$ cat src/include/mds_pkg.sv
// constants, register map and carrier types of the multiply/divide/double-shift unit
// Overview of operation
// RULE1: opcode bits 15:9 select multiply (0111000), divide (0111001) or combined shift (0111011), bits 8:6 name R and bits 5:0 the source.
// RULE2: an even-R combined shift forms a 32-bit word with R high and R|1 low, shifts it arithmetically, loads C with the last bit out and sets V on a sign change.
// RULE3: the shift count is the low six bits of the source as a signed value from -32 to +31, positive shifting left and negative right.
// RULE4: an odd-R combined shift turns the right shift into a rotation of the single 16-bit register by the count.
// RULE5: an even-R multiply takes R and the source as two's complement and writes the 32-bit product to R and R|1.
// RULE6: an odd-R multiply writes only the low 16 bits of the product to R and drops the upper half.
// RULE7: after a multiply N shows a negative product and Z a zero product, each cleared otherwise.
// RULE8: after a multiply V is cleared and C is set only when the product does not fit a 16-bit signed value.
// RULE9: a divide divides the 32-bit two's complement dividend in R and R|1 by the 16-bit source.
// RULE10: a successful divide writes the quotient to R and gives a remainder with the sign of the dividend.
// RULE11: a successful divide writes the remainder to R|1.
// RULE12: software names an even R for every divide so that the register pair is valid.
// RULE13: after a divide N shows a negative quotient and Z a zero quotient, each cleared otherwise.
// RULE14: a divide sets V when the source is zero or when the quotient magnitude cannot fit.
// RULE15: a divide that sets V is aborted and writes no register.
// RULE16: a divide sets C only on a zero divisor and clears it otherwise.
`default_nettype none
package mds_pkg;
  // apb byte offsets
  localparam logic [7:0] MDS_OFS_INSTR = 8'h00;
  localparam logic [7:0] MDS_OFS_SRC = 8'h04;
  localparam logic [7:0] MDS_OFS_REG_R = 8'h08;
  localparam logic [7:0] MDS_OFS_REG_R1 = 8'h0c;
  localparam logic [7:0] MDS_OFS_CTRL = 8'h10;
  localparam logic [7:0] MDS_OFS_STATUS = 8'h14;
  localparam logic [7:0] MDS_OFS_RES_R = 8'h18;
  localparam logic [7:0] MDS_OFS_RES_R1 = 8'h1c;
  // ctrl fields
  localparam int MDS_CTRL_GO = 0;
  localparam int MDS_CTRL_CLR_DONE = 1;
  // opcode fields
  localparam int MDS_OP_HI = 15;
  localparam int MDS_OP_LO = 9;
  localparam int MDS_R_HI = 8;
  localparam int MDS_R_LO = 6;
  localparam logic [6:0] MDS_OP_MUL = 7'h38;
  localparam logic [6:0] MDS_OP_DIV = 7'h39;
  localparam logic [6:0] MDS_OP_SHC = 7'h3b;
  // shift count
  localparam int MDS_CNT_W = 6;
  localparam int MDS_WORD_W = 16;
  localparam int MDS_DBL_W = 32;
  localparam logic [15:0] MDS_RST_WORD = 16'h0000;
  // condition codes
  typedef struct packed {
    logic n;
    logic z;
    logic v;
    logic c;
  } mds_cc_t;
  // status register content, bits 11:0
  typedef struct packed {
    mds_cc_t cc;
    logic [2:0] rsvd;
    logic illegal;
    logic aborted;
    logic wr_r1;
    logic wr_r;
    logic done;
  } mds_status_t;
  localparam mds_status_t MDS_STATUS_RST = '0;
  // one execution result
  typedef struct packed {
    logic [15:0] res_r;
    logic [15:0] res_r1;
    mds_status_t st;
  } mds_result_t;
endpackage
`default_nettype wire

$ cat src/logic/mds_unit.sv
// multiply, divide and combined double shift datapath behind an apb register file
`default_nettype none
module mds_unit
  import mds_pkg::*;
(
  // clock and reset
  input wire logic I_CLK,
  input wire logic I_RSTN,
  // apb slave
  input wire logic I_PSEL,
  input wire logic I_PENABLE,
  input wire logic I_PWRITE,
  input wire logic [7:0] I_PADDR,
  input wire logic [31:0] I_PWDATA,
  input wire logic [3:0] I_PSTRB,
  output logic [31:0] O_PRDATA,
  output logic O_PREADY,
  output logic O_PSLVERR
);
  logic [15:0] instr_q;
  logic [15:0] src_q;
  logic [15:0] reg_r_q;
  logic [15:0] reg_r1_q;
  logic [15:0] res_r_q;
  logic [15:0] res_r1_q;
  mds_status_t status_q;
  logic [31:0] prdata_q;
  logic pready_q;
  logic pslverr_q;
  logic wr_hit;
  logic go;
  logic clr_done;
  logic [31:0] rd_mux;
  logic rd_ok;
  logic [15:0] wmask;
  mds_result_t res;

  // access phase completes only when our registered ready is high
  assign wr_hit = I_PSEL & I_PENABLE & pready_q & I_PWRITE;
  assign wmask = {{8{I_PSTRB[1]}}, {8{I_PSTRB[0]}}};
  assign go = wr_hit & (I_PADDR == MDS_OFS_CTRL) & I_PSTRB[0] & I_PWDATA[MDS_CTRL_GO];
  assign clr_done = wr_hit & (I_PADDR == MDS_OFS_CTRL) & I_PSTRB[0]
                    & I_PWDATA[MDS_CTRL_CLR_DONE];

  // read decode, unmapped offsets answer with an error
  always_comb begin
    rd_mux = '0;
    rd_ok = 1'b1;
    case (I_PADDR)
      MDS_OFS_INSTR: rd_mux[15:0] = instr_q;
      MDS_OFS_SRC: rd_mux[15:0] = src_q;
      MDS_OFS_REG_R: rd_mux[15:0] = reg_r_q;
      MDS_OFS_REG_R1: rd_mux[15:0] = reg_r1_q;
      MDS_OFS_CTRL: rd_mux = '0;
      MDS_OFS_STATUS: rd_mux[11:0] = status_q;
      MDS_OFS_RES_R: rd_mux[15:0] = res_r_q;
      MDS_OFS_RES_R1: rd_mux[15:0] = res_r1_q;
      default: rd_ok = 1'b0;
    endcase
  end

  // ready registered in the setup phase, no wait state, so that every apb output comes from a flop
  always_ff @(posedge I_CLK or negedge I_RSTN) begin
    if (!I_RSTN) begin
      pready_q <= 1'b0;
      prdata_q <= '0;
      pslverr_q <= 1'b0;
    end else begin
      pready_q <= I_PSEL & ~I_PENABLE;
      if (I_PSEL & ~I_PENABLE) begin
        prdata_q <= I_PWRITE ? 32'h0000_0000 : rd_mux;
        pslverr_q <= ~rd_ok;
      end else begin
        pslverr_q <= 1'b0;
      end
    end
  end

  assign O_PREADY = pready_q;
  assign O_PRDATA = prdata_q;
  assign O_PSLVERR = pslverr_q;

  // operand words loaded by software over apb, one per offset
  mds_word_reg #(
    .OFS(MDS_OFS_INSTR)
  ) i_instr_reg (
    .i_clk(I_CLK),
    .i_rstn(I_RSTN),
    .i_wr(wr_hit),
    .i_addr(I_PADDR),
    .i_data(I_PWDATA[MDS_WORD_W-1:0]),
    .i_mask(wmask),
    .o_word(instr_q)
  );

  mds_word_reg #(
    .OFS(MDS_OFS_SRC)
  ) i_src_reg (
    .i_clk(I_CLK),
    .i_rstn(I_RSTN),
    .i_wr(wr_hit),
    .i_addr(I_PADDR),
    .i_data(I_PWDATA[MDS_WORD_W-1:0]),
    .i_mask(wmask),
    .o_word(src_q)
  );

  mds_word_reg #(
    .OFS(MDS_OFS_REG_R)
  ) i_reg_r_reg (
    .i_clk(I_CLK),
    .i_rstn(I_RSTN),
    .i_wr(wr_hit),
    .i_addr(I_PADDR),
    .i_data(I_PWDATA[MDS_WORD_W-1:0]),
    .i_mask(wmask),
    .o_word(reg_r_q)
  );

  mds_word_reg #(
    .OFS(MDS_OFS_REG_R1)
  ) i_reg_r1_reg (
    .i_clk(I_CLK),
    .i_rstn(I_RSTN),
    .i_wr(wr_hit),
    .i_addr(I_PADDR),
    .i_data(I_PWDATA[MDS_WORD_W-1:0]),
    .i_mask(wmask),
    .o_word(reg_r1_q)
  );

  // execution datapath, purely combinational on the operand registers
  logic [6:0] opc;
  logic r_odd;
  logic signed [5:0] cnt_s;
  logic [5:0] cnt_mag;
  logic [31:0] sh_v;
  logic [15:0] rot_w;
  logic sh_c;
  logic sh_vf;
  logic sign0;
  logic signed [31:0] prod;
  logic signed [31:0] dvd;
  logic signed [31:0] dvs;
  logic signed [31:0] quo;
  logic signed [31:0] rem;
  logic div_zero;
  logic div_ovf;
  logic prod_fits;
  logic quo_fits;
  // per-operation results, merged by opcode below
  mds_result_t mul_res;
  mds_result_t div_res;
  mds_result_t shc_res;

  assign opc = instr_q[MDS_OP_HI:MDS_OP_LO]; // RULE1
  assign r_odd = instr_q[MDS_R_LO]; // RULE1
  assign cnt_s = src_q[MDS_CNT_W-1:0]; // RULE3
  assign cnt_mag = cnt_s[MDS_CNT_W-1] ? 6'(-cnt_s) : 6'(cnt_s); // RULE3

  // bit-serial loop gives the last bit out and any sign change
  always_comb begin
    sh_v = (r_odd) ? {reg_r_q, reg_r_q} : {reg_r_q, reg_r1_q}; // RULE2
    rot_w = reg_r_q;
    sign0 = reg_r_q[MDS_WORD_W-1];
    sh_c = 1'b0;
    sh_vf = 1'b0;
    for (int i = 0; i < MDS_DBL_W; i++) begin
      if (6'(i) < cnt_mag) begin
        if (!cnt_s[MDS_CNT_W-1]) begin
          sh_c = sh_v[MDS_DBL_W-1]; // RULE2
          sh_v = {sh_v[MDS_DBL_W-2:0], 1'b0};
          if (sh_v[MDS_DBL_W-1] != sign0) begin
            sh_vf = 1'b1; // RULE2
          end
        end else if (!r_odd) begin
          sh_c = sh_v[0]; // RULE2
          sh_v = {sh_v[MDS_DBL_W-1], sh_v[MDS_DBL_W-1:1]};
        end else begin
          sh_c = rot_w[0]; // RULE4
          rot_w = {rot_w[0], rot_w[MDS_WORD_W-1:1]};
        end
      end
    end
  end

  // signed multiply and divide
  assign prod = $signed(reg_r_q) * $signed(src_q); // RULE5
  assign dvd = $signed({reg_r_q, reg_r1_q}); // RULE9
  assign dvs = 32'($signed(src_q)); // RULE9
  assign div_zero = (src_q == MDS_RST_WORD); // RULE14
  assign quo = div_zero ? 32'sh0 : dvd / dvs; // RULE9
  assign rem = div_zero ? 32'sh0 : dvd % dvs; // RULE10
  // the same fit check, instanced twice, serves the multiply carry and the divide overflow
  mds_fit_check i_prod_fit (
    .i_val(prod),
    .o_fits(prod_fits)
  );

  mds_fit_check i_quo_fit (
    .i_val(quo),
    .o_fits(quo_fits)
  );
  // a quotient outside 16-bit signed range means |R| too large for the source
  assign div_ovf = div_zero | ~quo_fits; // RULE14

  // multiply result, odd r keeps only the low product word
  always_comb begin
    mul_res = '0;
    mul_res.st.done = 1'b1;
    mul_res.res_r = r_odd ? prod[MDS_WORD_W-1:0] : prod[MDS_DBL_W-1:MDS_WORD_W]; // RULE5 RULE6
    mul_res.res_r1 = prod[MDS_WORD_W-1:0]; // RULE5
    mul_res.st.wr_r = 1'b1;
    mul_res.st.wr_r1 = ~r_odd; // RULE6
    mul_res.st.cc.n = prod[MDS_DBL_W-1]; // RULE7
    mul_res.st.cc.z = (prod == 32'sh0); // RULE7
    mul_res.st.cc.v = 1'b0; // RULE8
    mul_res.st.cc.c = ~prod_fits; // RULE8
  end

  // divide result; an abort leaves both registers unwritten
  always_comb begin
    div_res = '0;
    div_res.st.done = 1'b1;
    div_res.st.cc.v = div_ovf; // RULE14
    div_res.st.cc.c = div_zero; // RULE16
    div_res.st.aborted = div_ovf; // RULE15
    if (!div_ovf) begin
      div_res.res_r = quo[MDS_WORD_W-1:0]; // RULE10
      div_res.res_r1 = rem[MDS_WORD_W-1:0]; // RULE11
      div_res.st.wr_r = 1'b1;
      div_res.st.wr_r1 = 1'b1; // RULE11
      div_res.st.cc.n = quo[MDS_WORD_W-1]; // RULE13
      div_res.st.cc.z = (quo[MDS_WORD_W-1:0] == MDS_RST_WORD); // RULE13
    end
  end

  // shift result; for an odd r, n and z follow the word that lands in r
  always_comb begin
    shc_res = '0;
    shc_res.st.done = 1'b1;
    if (r_odd && cnt_s[MDS_CNT_W-1]) begin
      shc_res.res_r = rot_w; // RULE4
      shc_res.st.cc.n = rot_w[MDS_WORD_W-1]; // RULE4
      shc_res.st.cc.z = (rot_w == MDS_RST_WORD); // RULE4
    end else if (r_odd) begin
      shc_res.res_r = sh_v[MDS_WORD_W-1:0]; // RULE2
      shc_res.st.cc.n = sh_v[MDS_WORD_W-1];
      shc_res.st.cc.z = (sh_v[MDS_WORD_W-1:0] == MDS_RST_WORD);
    end else begin
      shc_res.res_r = sh_v[MDS_DBL_W-1:MDS_WORD_W]; // RULE2
      shc_res.st.cc.n = sh_v[MDS_DBL_W-1];
      shc_res.st.cc.z = (sh_v == 32'h0000_0000);
    end
    shc_res.res_r1 = sh_v[MDS_WORD_W-1:0]; // RULE2
    shc_res.st.wr_r = 1'b1;
    shc_res.st.wr_r1 = ~r_odd;
    shc_res.st.cc.v = sh_vf; // RULE2
    shc_res.st.cc.c = sh_c; // RULE2
  end

  // opcode picks one of the three results, anything else is flagged illegal
  always_comb begin
    res = '0;
    res.st.done = 1'b1;
    case (opc)
      MDS_OP_MUL: res = mul_res; // RULE1
      MDS_OP_DIV: res = div_res; // RULE1
      MDS_OP_SHC: res = shc_res; // RULE1
      default: res.st.illegal = 1'b1; // RULE1
    endcase
  end

  // results latch on go; a go in the same write as clear keeps done set
  always_ff @(posedge I_CLK or negedge I_RSTN) begin
    if (!I_RSTN) begin
      res_r_q <= MDS_RST_WORD;
      res_r1_q <= MDS_RST_WORD;
      status_q <= MDS_STATUS_RST;
    end else if (go) begin
      res_r_q <= res.res_r;
      res_r1_q <= res.res_r1;
      status_q <= res.st;
    end else if (clr_done) begin
      status_q.done <= 1'b0;
    end
  end
endmodule

// one 16-bit operand word with byte-lane strobes, written at the apb access edge
module mds_word_reg
  import mds_pkg::*;
#(
  parameter logic [7:0] OFS = MDS_OFS_INSTR
) (
  // clock and reset
  input wire logic i_clk,
  input wire logic i_rstn,
  // write side
  input wire logic i_wr,
  input wire logic [7:0] i_addr,
  input wire logic [MDS_WORD_W-1:0] i_data,
  input wire logic [MDS_WORD_W-1:0] i_mask,
  // stored word
  output logic [MDS_WORD_W-1:0] o_word
);
  logic [MDS_WORD_W-1:0] word_q;

  // lanes without a strobe keep their old bits
  always_ff @(posedge i_clk or negedge i_rstn) begin
    if (!i_rstn) begin
      word_q <= MDS_RST_WORD;
    end else if (i_wr && (i_addr == OFS)) begin
      word_q <= (word_q & ~i_mask) | (i_data & i_mask);
    end
  end

  assign o_word = word_q;
endmodule

// tells whether a 32-bit two's complement value fits one signed 16-bit word
module mds_fit_check
  import mds_pkg::*;
(
  // value under test
  input wire logic [MDS_DBL_W-1:0] i_val,
  // verdict
  output logic o_fits
);
  logic [MDS_DBL_W-MDS_WORD_W:0] upper;

  // every bit above the word's sign must repeat that sign, else the value is cut
  assign upper = i_val[MDS_DBL_W-1:MDS_WORD_W-1];
  assign o_fits = (upper == {(MDS_DBL_W-MDS_WORD_W+1){i_val[MDS_WORD_W-1]}});
endmodule
`default_nettype wire

$ cat config.mk
export PLATFORM = sky130hd
export DESIGN_NAME = mds_unit
export DESIGN_NICKNAME = d
export VERILOG_FILES = /design/src/include/mds_pkg.sv /design/src/logic/mds_unit.sv
export SDC_FILE = /design/constraint.sdc
export NUM_CORES = 2
export LEC_CHECK = 0
export BUFFER_PORTS_ARGS = -buffer_cell sky130_fd_sc_hd__clkbuf_2
export CAP_MARGIN = 20
export CORE_AREA = 3 3 326 328
export DETAILED_ROUTE_END_ITERATION = 10
export DIE_AREA = 0 0 329 331
export PLACE_DENSITY = 0.78
export SKIP_CTS_REPAIR_TIMING = 1
export SLEW_MARGIN = 20
export SYNTH_ARGS = -nofsm -noshare
export SYNTH_HDL_FRONTEND = slang
export SYNTH_SLANG_ARGS = --single-unit
export TNS_END_PERCENT = 5
$ cat constraint.sdc
create_clock -name I_CLK -period 293.2 [get_ports I_CLK]
set_input_delay 14.66 -clock I_CLK [delete_from_list [all_inputs] [get_ports I_CLK]]
set_output_delay 14.66 -clock I_CLK [all_outputs]
set_load 0.005 [all_outputs]
==> results.sh, run 1 <==
export IMPL_h_tree_depth=4
export IMPL_cts_buffers=17
export IMPL_rows=118
export IMPL_synth_avg_cell_area_sq_um=6.930
export IMPL_clock_sinks=123
export IMPL_error="[ERROR GRT-0232] Routing congestion too high. Check the congestion heatmap in the GUI."
export IMPL_syn_area_sq_um=64020
export IMPL_routabilityCongestion=1.109
export IMPL_status="aborted with a tool error"
export IMPL_fp_dieW_microns=329
export IMPL_post_dp_hpwl_mm=237.3
export IMPL_port_buffer_count=48
export IMPL_synthArstFlopShare=1.000
export IMPL_yosysSeqAreaShare=0.04808
export IMPL_synthDistinctLibCells=128
export IMPL_cts_buffer_depth=2
export IMPL_start_util=0.6186
export IMPL_yosys_warnings=0
export IMPL_synth_edff_count=0
export IMPL_synth_ff_type="dfrtp_1"
export IMPL_ys_seq_elements=123
export IMPL_groute_usage_overall=0.6151
export IMPL_root_buffer="clkbuf_16"
export IMPL_overflow=36
export IMPL_num_io_pins=83
export IMPL_die_h_microns=331
export IMPL_stop_stage="global routing"
export IMPL_grt_max_degree=124
export IMPL_syn_instance_count=9238
export IMPL_antenna_found_initial=34
==> logic make-up after synthesis <==
logic type               count (synthesis)  synth area share
AND/OR/NAND/NOR                       3398            0.2460
AO/OA/AOI/OAI                         3279            0.3509
buffers and inverters                  978           0.06062
adder cells (fa/ha/maj)                880            0.2028
multiplexers                           329           0.05730
XOR/XNOR                               249           0.03418
flip-flops                             123           0.04808
other                                    2         0.0001173
==> metrics by stage <==
step / util / area [sq um] / std cells / setup WS, ns
global placement: 0.6420 / 66450 / 10529 / 176.71
floorplan: - / 64590 / 9388 / 186.29
CTS: 0.6484 / 67100 / 10562 / 170.34
detailed placement: 0.6422 / 66470 / 10530 / 171.66
==> layer usage <==
| layer | GRT overflow | global-route usage |
|---|---|---|
| met1 | 4 | 0.7213 |
| met2 | 19 | 0.7967 |
| met3 | 3 | 0.4005 |
| met4 | 10 | 0.4008 |
| met5 | 0 | 0.1437 |
==> cells in the mapped netlist (24+ instances only) <==
cell type | instances | area (sq um)
mux2_2 | 216 | 2432
nor3_1 | 481 | 2407
a211oi_1 | 150 | 1126
fa_1 | 263 | 5265
a21boi_0 | 40 | 300.3
nor2b_1 | 47 | 294.0
or2_2 | 53 | 331.6
a31oi_1 | 159 | 994.7
o21ai_0 | 591 | 2958
o31ai_1 | 109 | 818.3
nand3_1 | 230 | 1151
o31a_1 | 24 | 210.2
a211o_1 | 43 | 376.6
nand2_1 | 981 | 3682
a21o_1 | 134 | 1006
nor2_1 | 967 | 3630
a22oi_1 | 118 | 885.9
o2111ai_1 | 38 | 332.8
a222oi_1 | 25 | 250.2
o221ai_1 | 61 | 534.3
clkbuf_1 | 396 | 1486
nand4_1 | 99 | 619.3
nand2b_1 | 73 | 456.7
xor2_1 | 73 | 639.4
a22o_1 | 35 | 306.5
o21ai_1 | 48 | 240.2
a221oi_1 | 62 | 543.0
o22ai_1 | 101 | 631.9
dfrtp_1 | 123 | 3078
nor4_1 | 68 | 425.4
buf_1 | 48 | 180.2
buf_4 | 24 | 180.2
mux2i_1 | 100 | 1001
xnor2_1 | 175 | 1533
o21bai_1 | 24 | 180.2
and3_1 | 53 | 331.6
ha_1 | 617 | 7720
a21oi_1 | 612 | 3063
o211ai_1 | 166 | 1246
buf_2 | 36 | 180.2
o32ai_1 | 31 | 271.5
o21a_1 | 372 | 2793
or3_1 | 109 | 681.9
and2_1 | 136 | 850.8
inv_1 | 457 | 1715
==> run 2, diff against run 1 <==
Settings changed: CORE_AREA 3 3 326 328 to 3 3 405 407, DIE_AREA 0 0 329 331 to 0 0 408 410, PLACE_DENSITY 0.78 to default, PLACE_DENSITY_LB_ADDON from default to 0.15.
==> run 2 against run 1 <==
- the run now ends clean
- synthesized area is the same
- synthesized cell count unchanged
==> results.sh, run 2 <==
export IMPL_status="finished clean"
export IMPL_synth_avg_cell_area_sq_um=6.930
export IMPL_reg2reg_to="status_q[10]$_DFFE_PN0P_"
export IMPL_yosys_warnings=0
export IMPL_synthArstFlopShare=1.000
export IMPL_use_met3=0.07272
export IMPL_rsz0062_at_grt="false"
export IMPL_worst_path_most_repeated_cell="o21a_1"
export IMPL_syn_instance_count=9238
export IMPL_synth_top_family_by_area="compound AO/OA/AOI/OAI gates"
export IMPL_overflow=0
export IMPL_post_dp_hpwl_mm=253.5
export IMPL_grt_pass1_wl_mm=479.8
export IMPL_arrival_ns=122.23
export IMPL_routabilityCongestion=1.035
export IMPL_cts_tree="yes"
export IMPL_clkTransAtPathRegs_ns=0.07
export IMPL_port_buffer_count=48
export IMPL_setup_tns_ns=0
export IMPL_final_common_cell="nand2_1"
export IMPL_crit_required_ns=293.56
export IMPL_layout_nets=10128
export IMPL_viasPerCell=6.748
export IMPL_clock_latency_ns=0.44
export IMPL_wire_per_inst_microns=28.67
export IMPL_holdWs_ns=0.4847
export IMPL_ys_seq_elements=123
export IMPL_end_kind="flip-flop"
export IMPL_ant_nets=0
export IMPL_die_h_microns=410
export IMPL_reg2reg_depth=509
export IMPL_syn_area_sq_um=64020
export IMPL_antenna_found_initial=19
export IMPL_cts_buffer_depth=2
export IMPL_worstPathMaxFanout=43
export IMPL_synthDistinctLibCells=128
export IMPL_yosys_area_share_simple=0.2460
export IMPL_max_freq_mhz=8.205
export IMPL_finalSetupViolations=0
export IMPL_max_cap_violations=0
export IMPL_cp_start_kind="flip-flop"
export IMPL_synth_ff_type="dfrtp_1"
export IMPL_path_buf_inv=17
export IMPL_core_area_sq_um=160600
export IMPL_critPathTopFamily="compound AO/OA/AOI/OAI gates"
export IMPL_synthTopCellsByArea="ha_1, fa_1, nand2_1"
export IMPL_route_detailed_drc=0
export IMPL_cp_slowest_cell="nor4_1"
export IMPL_crit_type="flip-flop to flip-flop"
export IMPL_drt_total_wl_mm=326.3
export IMPL_grt_max_degree=72
export IMPL_min_period_over_period=0.4157
export IMPL_synth_edff_count=0
export IMPL_maxSlewViolCount=0
export IMPL_groute_usage_overall=0.3715
export IMPL_clock_sinks=123
export IMPL_root_buffer="clkbuf_16"
export IMPL_area_growth_pct=6.727
export IMPL_synth_top_area_frac=0.1206
export IMPL_endpoint="status_q[10]$_DFFE_PN0P_"
export IMPL_synth_most_common_cell="nand2_1"
export IMPL_yosysTopAreaCell="ha_1"
export IMPL_max_slew_margin_rel=0.1636
export IMPL_layout_common_cells="nand2_1, nor2_1, ha_1"
export IMPL_final_cells=11381
export IMPL_synth_fa_ha_area_frac=0.2028
export IMPL_drive_gt1_frac=0.08641
export IMPL_yosysSeqAreaShare=0.04808
export IMPL_die_area_sq_um=167300
export IMPL_grt_pass1_vias=72692
export IMPL_regToRegSetupSlack_ns=171.32
export IMPL_crit_cells=509
export IMPL_grtUsageMet1=0.4818
export IMPL_layout_min_cycle_time_ns=121.88
export IMPL_worst_pin_slew_ns=1.241
export IMPL_synth_common_cells="nand2_1, nor2_1, ha_1, a21oi_1, o21ai_0"
export IMPL_synthMuxAreaShare=0.05730
export IMPL_dpl_cell_count=11338
export IMPL_hold_violations=0
export IMPL_synth_xor_area_frac=0.03418
export IMPL_hold_path_class="flip-flop to flip-flop"
export IMPL_start_util=0.3987
export IMPL_synth_compound_area_share=0.3509
export IMPL_clock_skew_ns=0.01860
export IMPL_cp_slowest_stage_delay_ns=0.95
export IMPL_fp_dieW_microns=408
export IMPL_vias=76802
export IMPL_use_met2=0.5849
export IMPL_rows=147
export IMPL_grt_busiest_layer="met2"
export IMPL_cts_buffers=17
export IMPL_h_tree_depth=4
export IMPL_fillers=17037
export IMPL_drtIter0Drc=8937
export IMPL_dr_pass1_iters=9
export IMPL_num_io_pins=83
[run 2: cell counts after synthesis]
No cell type changed its count.
[run 2: worst min-delay path by stage]
| stage | start | to | slack [ns] | depth (start not counted) |
|---|---|---|---|---|
| 6_report | res_r1_q[5]$_DFFE_PN0P_ | res_r1_q[5]$_DFFE_PN0P_ | 0.48 | 2 |
| 2_1_floorplan | status_q[2]$_DFFE_PN0P_ | status_q[2]$_DFFE_PN0P_ | 0.44 | 2 |
| 4_1_cts | status_q[2]$_DFFE_PN0P_ | status_q[2]$_DFFE_PN0P_ | 0.48 | 2 |
| 3_3_place_gp | status_q[2]$_DFFE_PN0P_ | status_q[2]$_DFFE_PN0P_ | 0.45 | 2 |
| 5_1_grt | status_q[3]$_DFFE_PN0P_ | status_q[3]$_DFFE_PN0P_ | 0.51 | 2 |
| 3_5_place_dp | status_q[2]$_DFFE_PN0P_ | status_q[2]$_DFFE_PN0P_ | 0.47 | 2 |
[run 2: area by class of cell]
cell class / instances / area (sq um) / area share
Multi-Input combinational cell: 8287 / 58030 / 0.8493
Sequential cell: 123 / 3090 / 0.04523
Tap cell: 2160 / 2703 / 0.03955
Timing Repair Buffer: 306 / 2185 / 0.03197
Inverter: 464 / 1744 / 0.02553
Clock buffer: 21 / 460.4 / 0.006739
Clock inverter: 11 / 95.09 / 0.001392
Antenna cell: 9 / 22.52 / 0.0003296
[run 2: kinds of logic (layout without fill, tap and decap cells)]
group	Yosys count	after routing
multiplexers	329	329
AND/OR/NAND/NOR	3398	3398
flip-flops	123	123
adder cells (fa/ha/maj)	880	880
XOR/XNOR	249	249
AO/OA/AOI/OAI	3279	3279
buffers and inverters	978	802
other	2	161
[run 2: metal layers]
| metal | vias up | wire (microns) |
|---|---|---|
| met2 | 4151 | 141200 |
| met4 | 6 | 20260 |
| li1 | 34392 | - |
| met1 | 37348 | 133100 |
| met3 | 905 | 31700 |
| met5 | - | 38 |
[run 2: worst min-delay path, stage by stage, from the launching register on]
cell and delay, ns:
dfrtp_1 0.34, nand2_1 0.05, o21ai_0 0.06
[run 2: through the flow]
| stage | util | setup WS, ns | area, sq um |
|---|---|---|---|
| final | 0.4255 | 171.32 | 68330 |
| after global routing | 0.4254 | 162.15 | 68310 |
| after CTS | 0.4250 | 172.52 | 68250 |
| after detailed placement | 0.4216 | 173.28 | 67690 |
| after global placement | 0.4216 | 174.77 | 67690 |
| after floorplan | - | 186.29 | 64590 |
Power of run 2 is not shown: default switching activity piles up to over one toggle a cycle in this logic, so the estimate is an artifact.
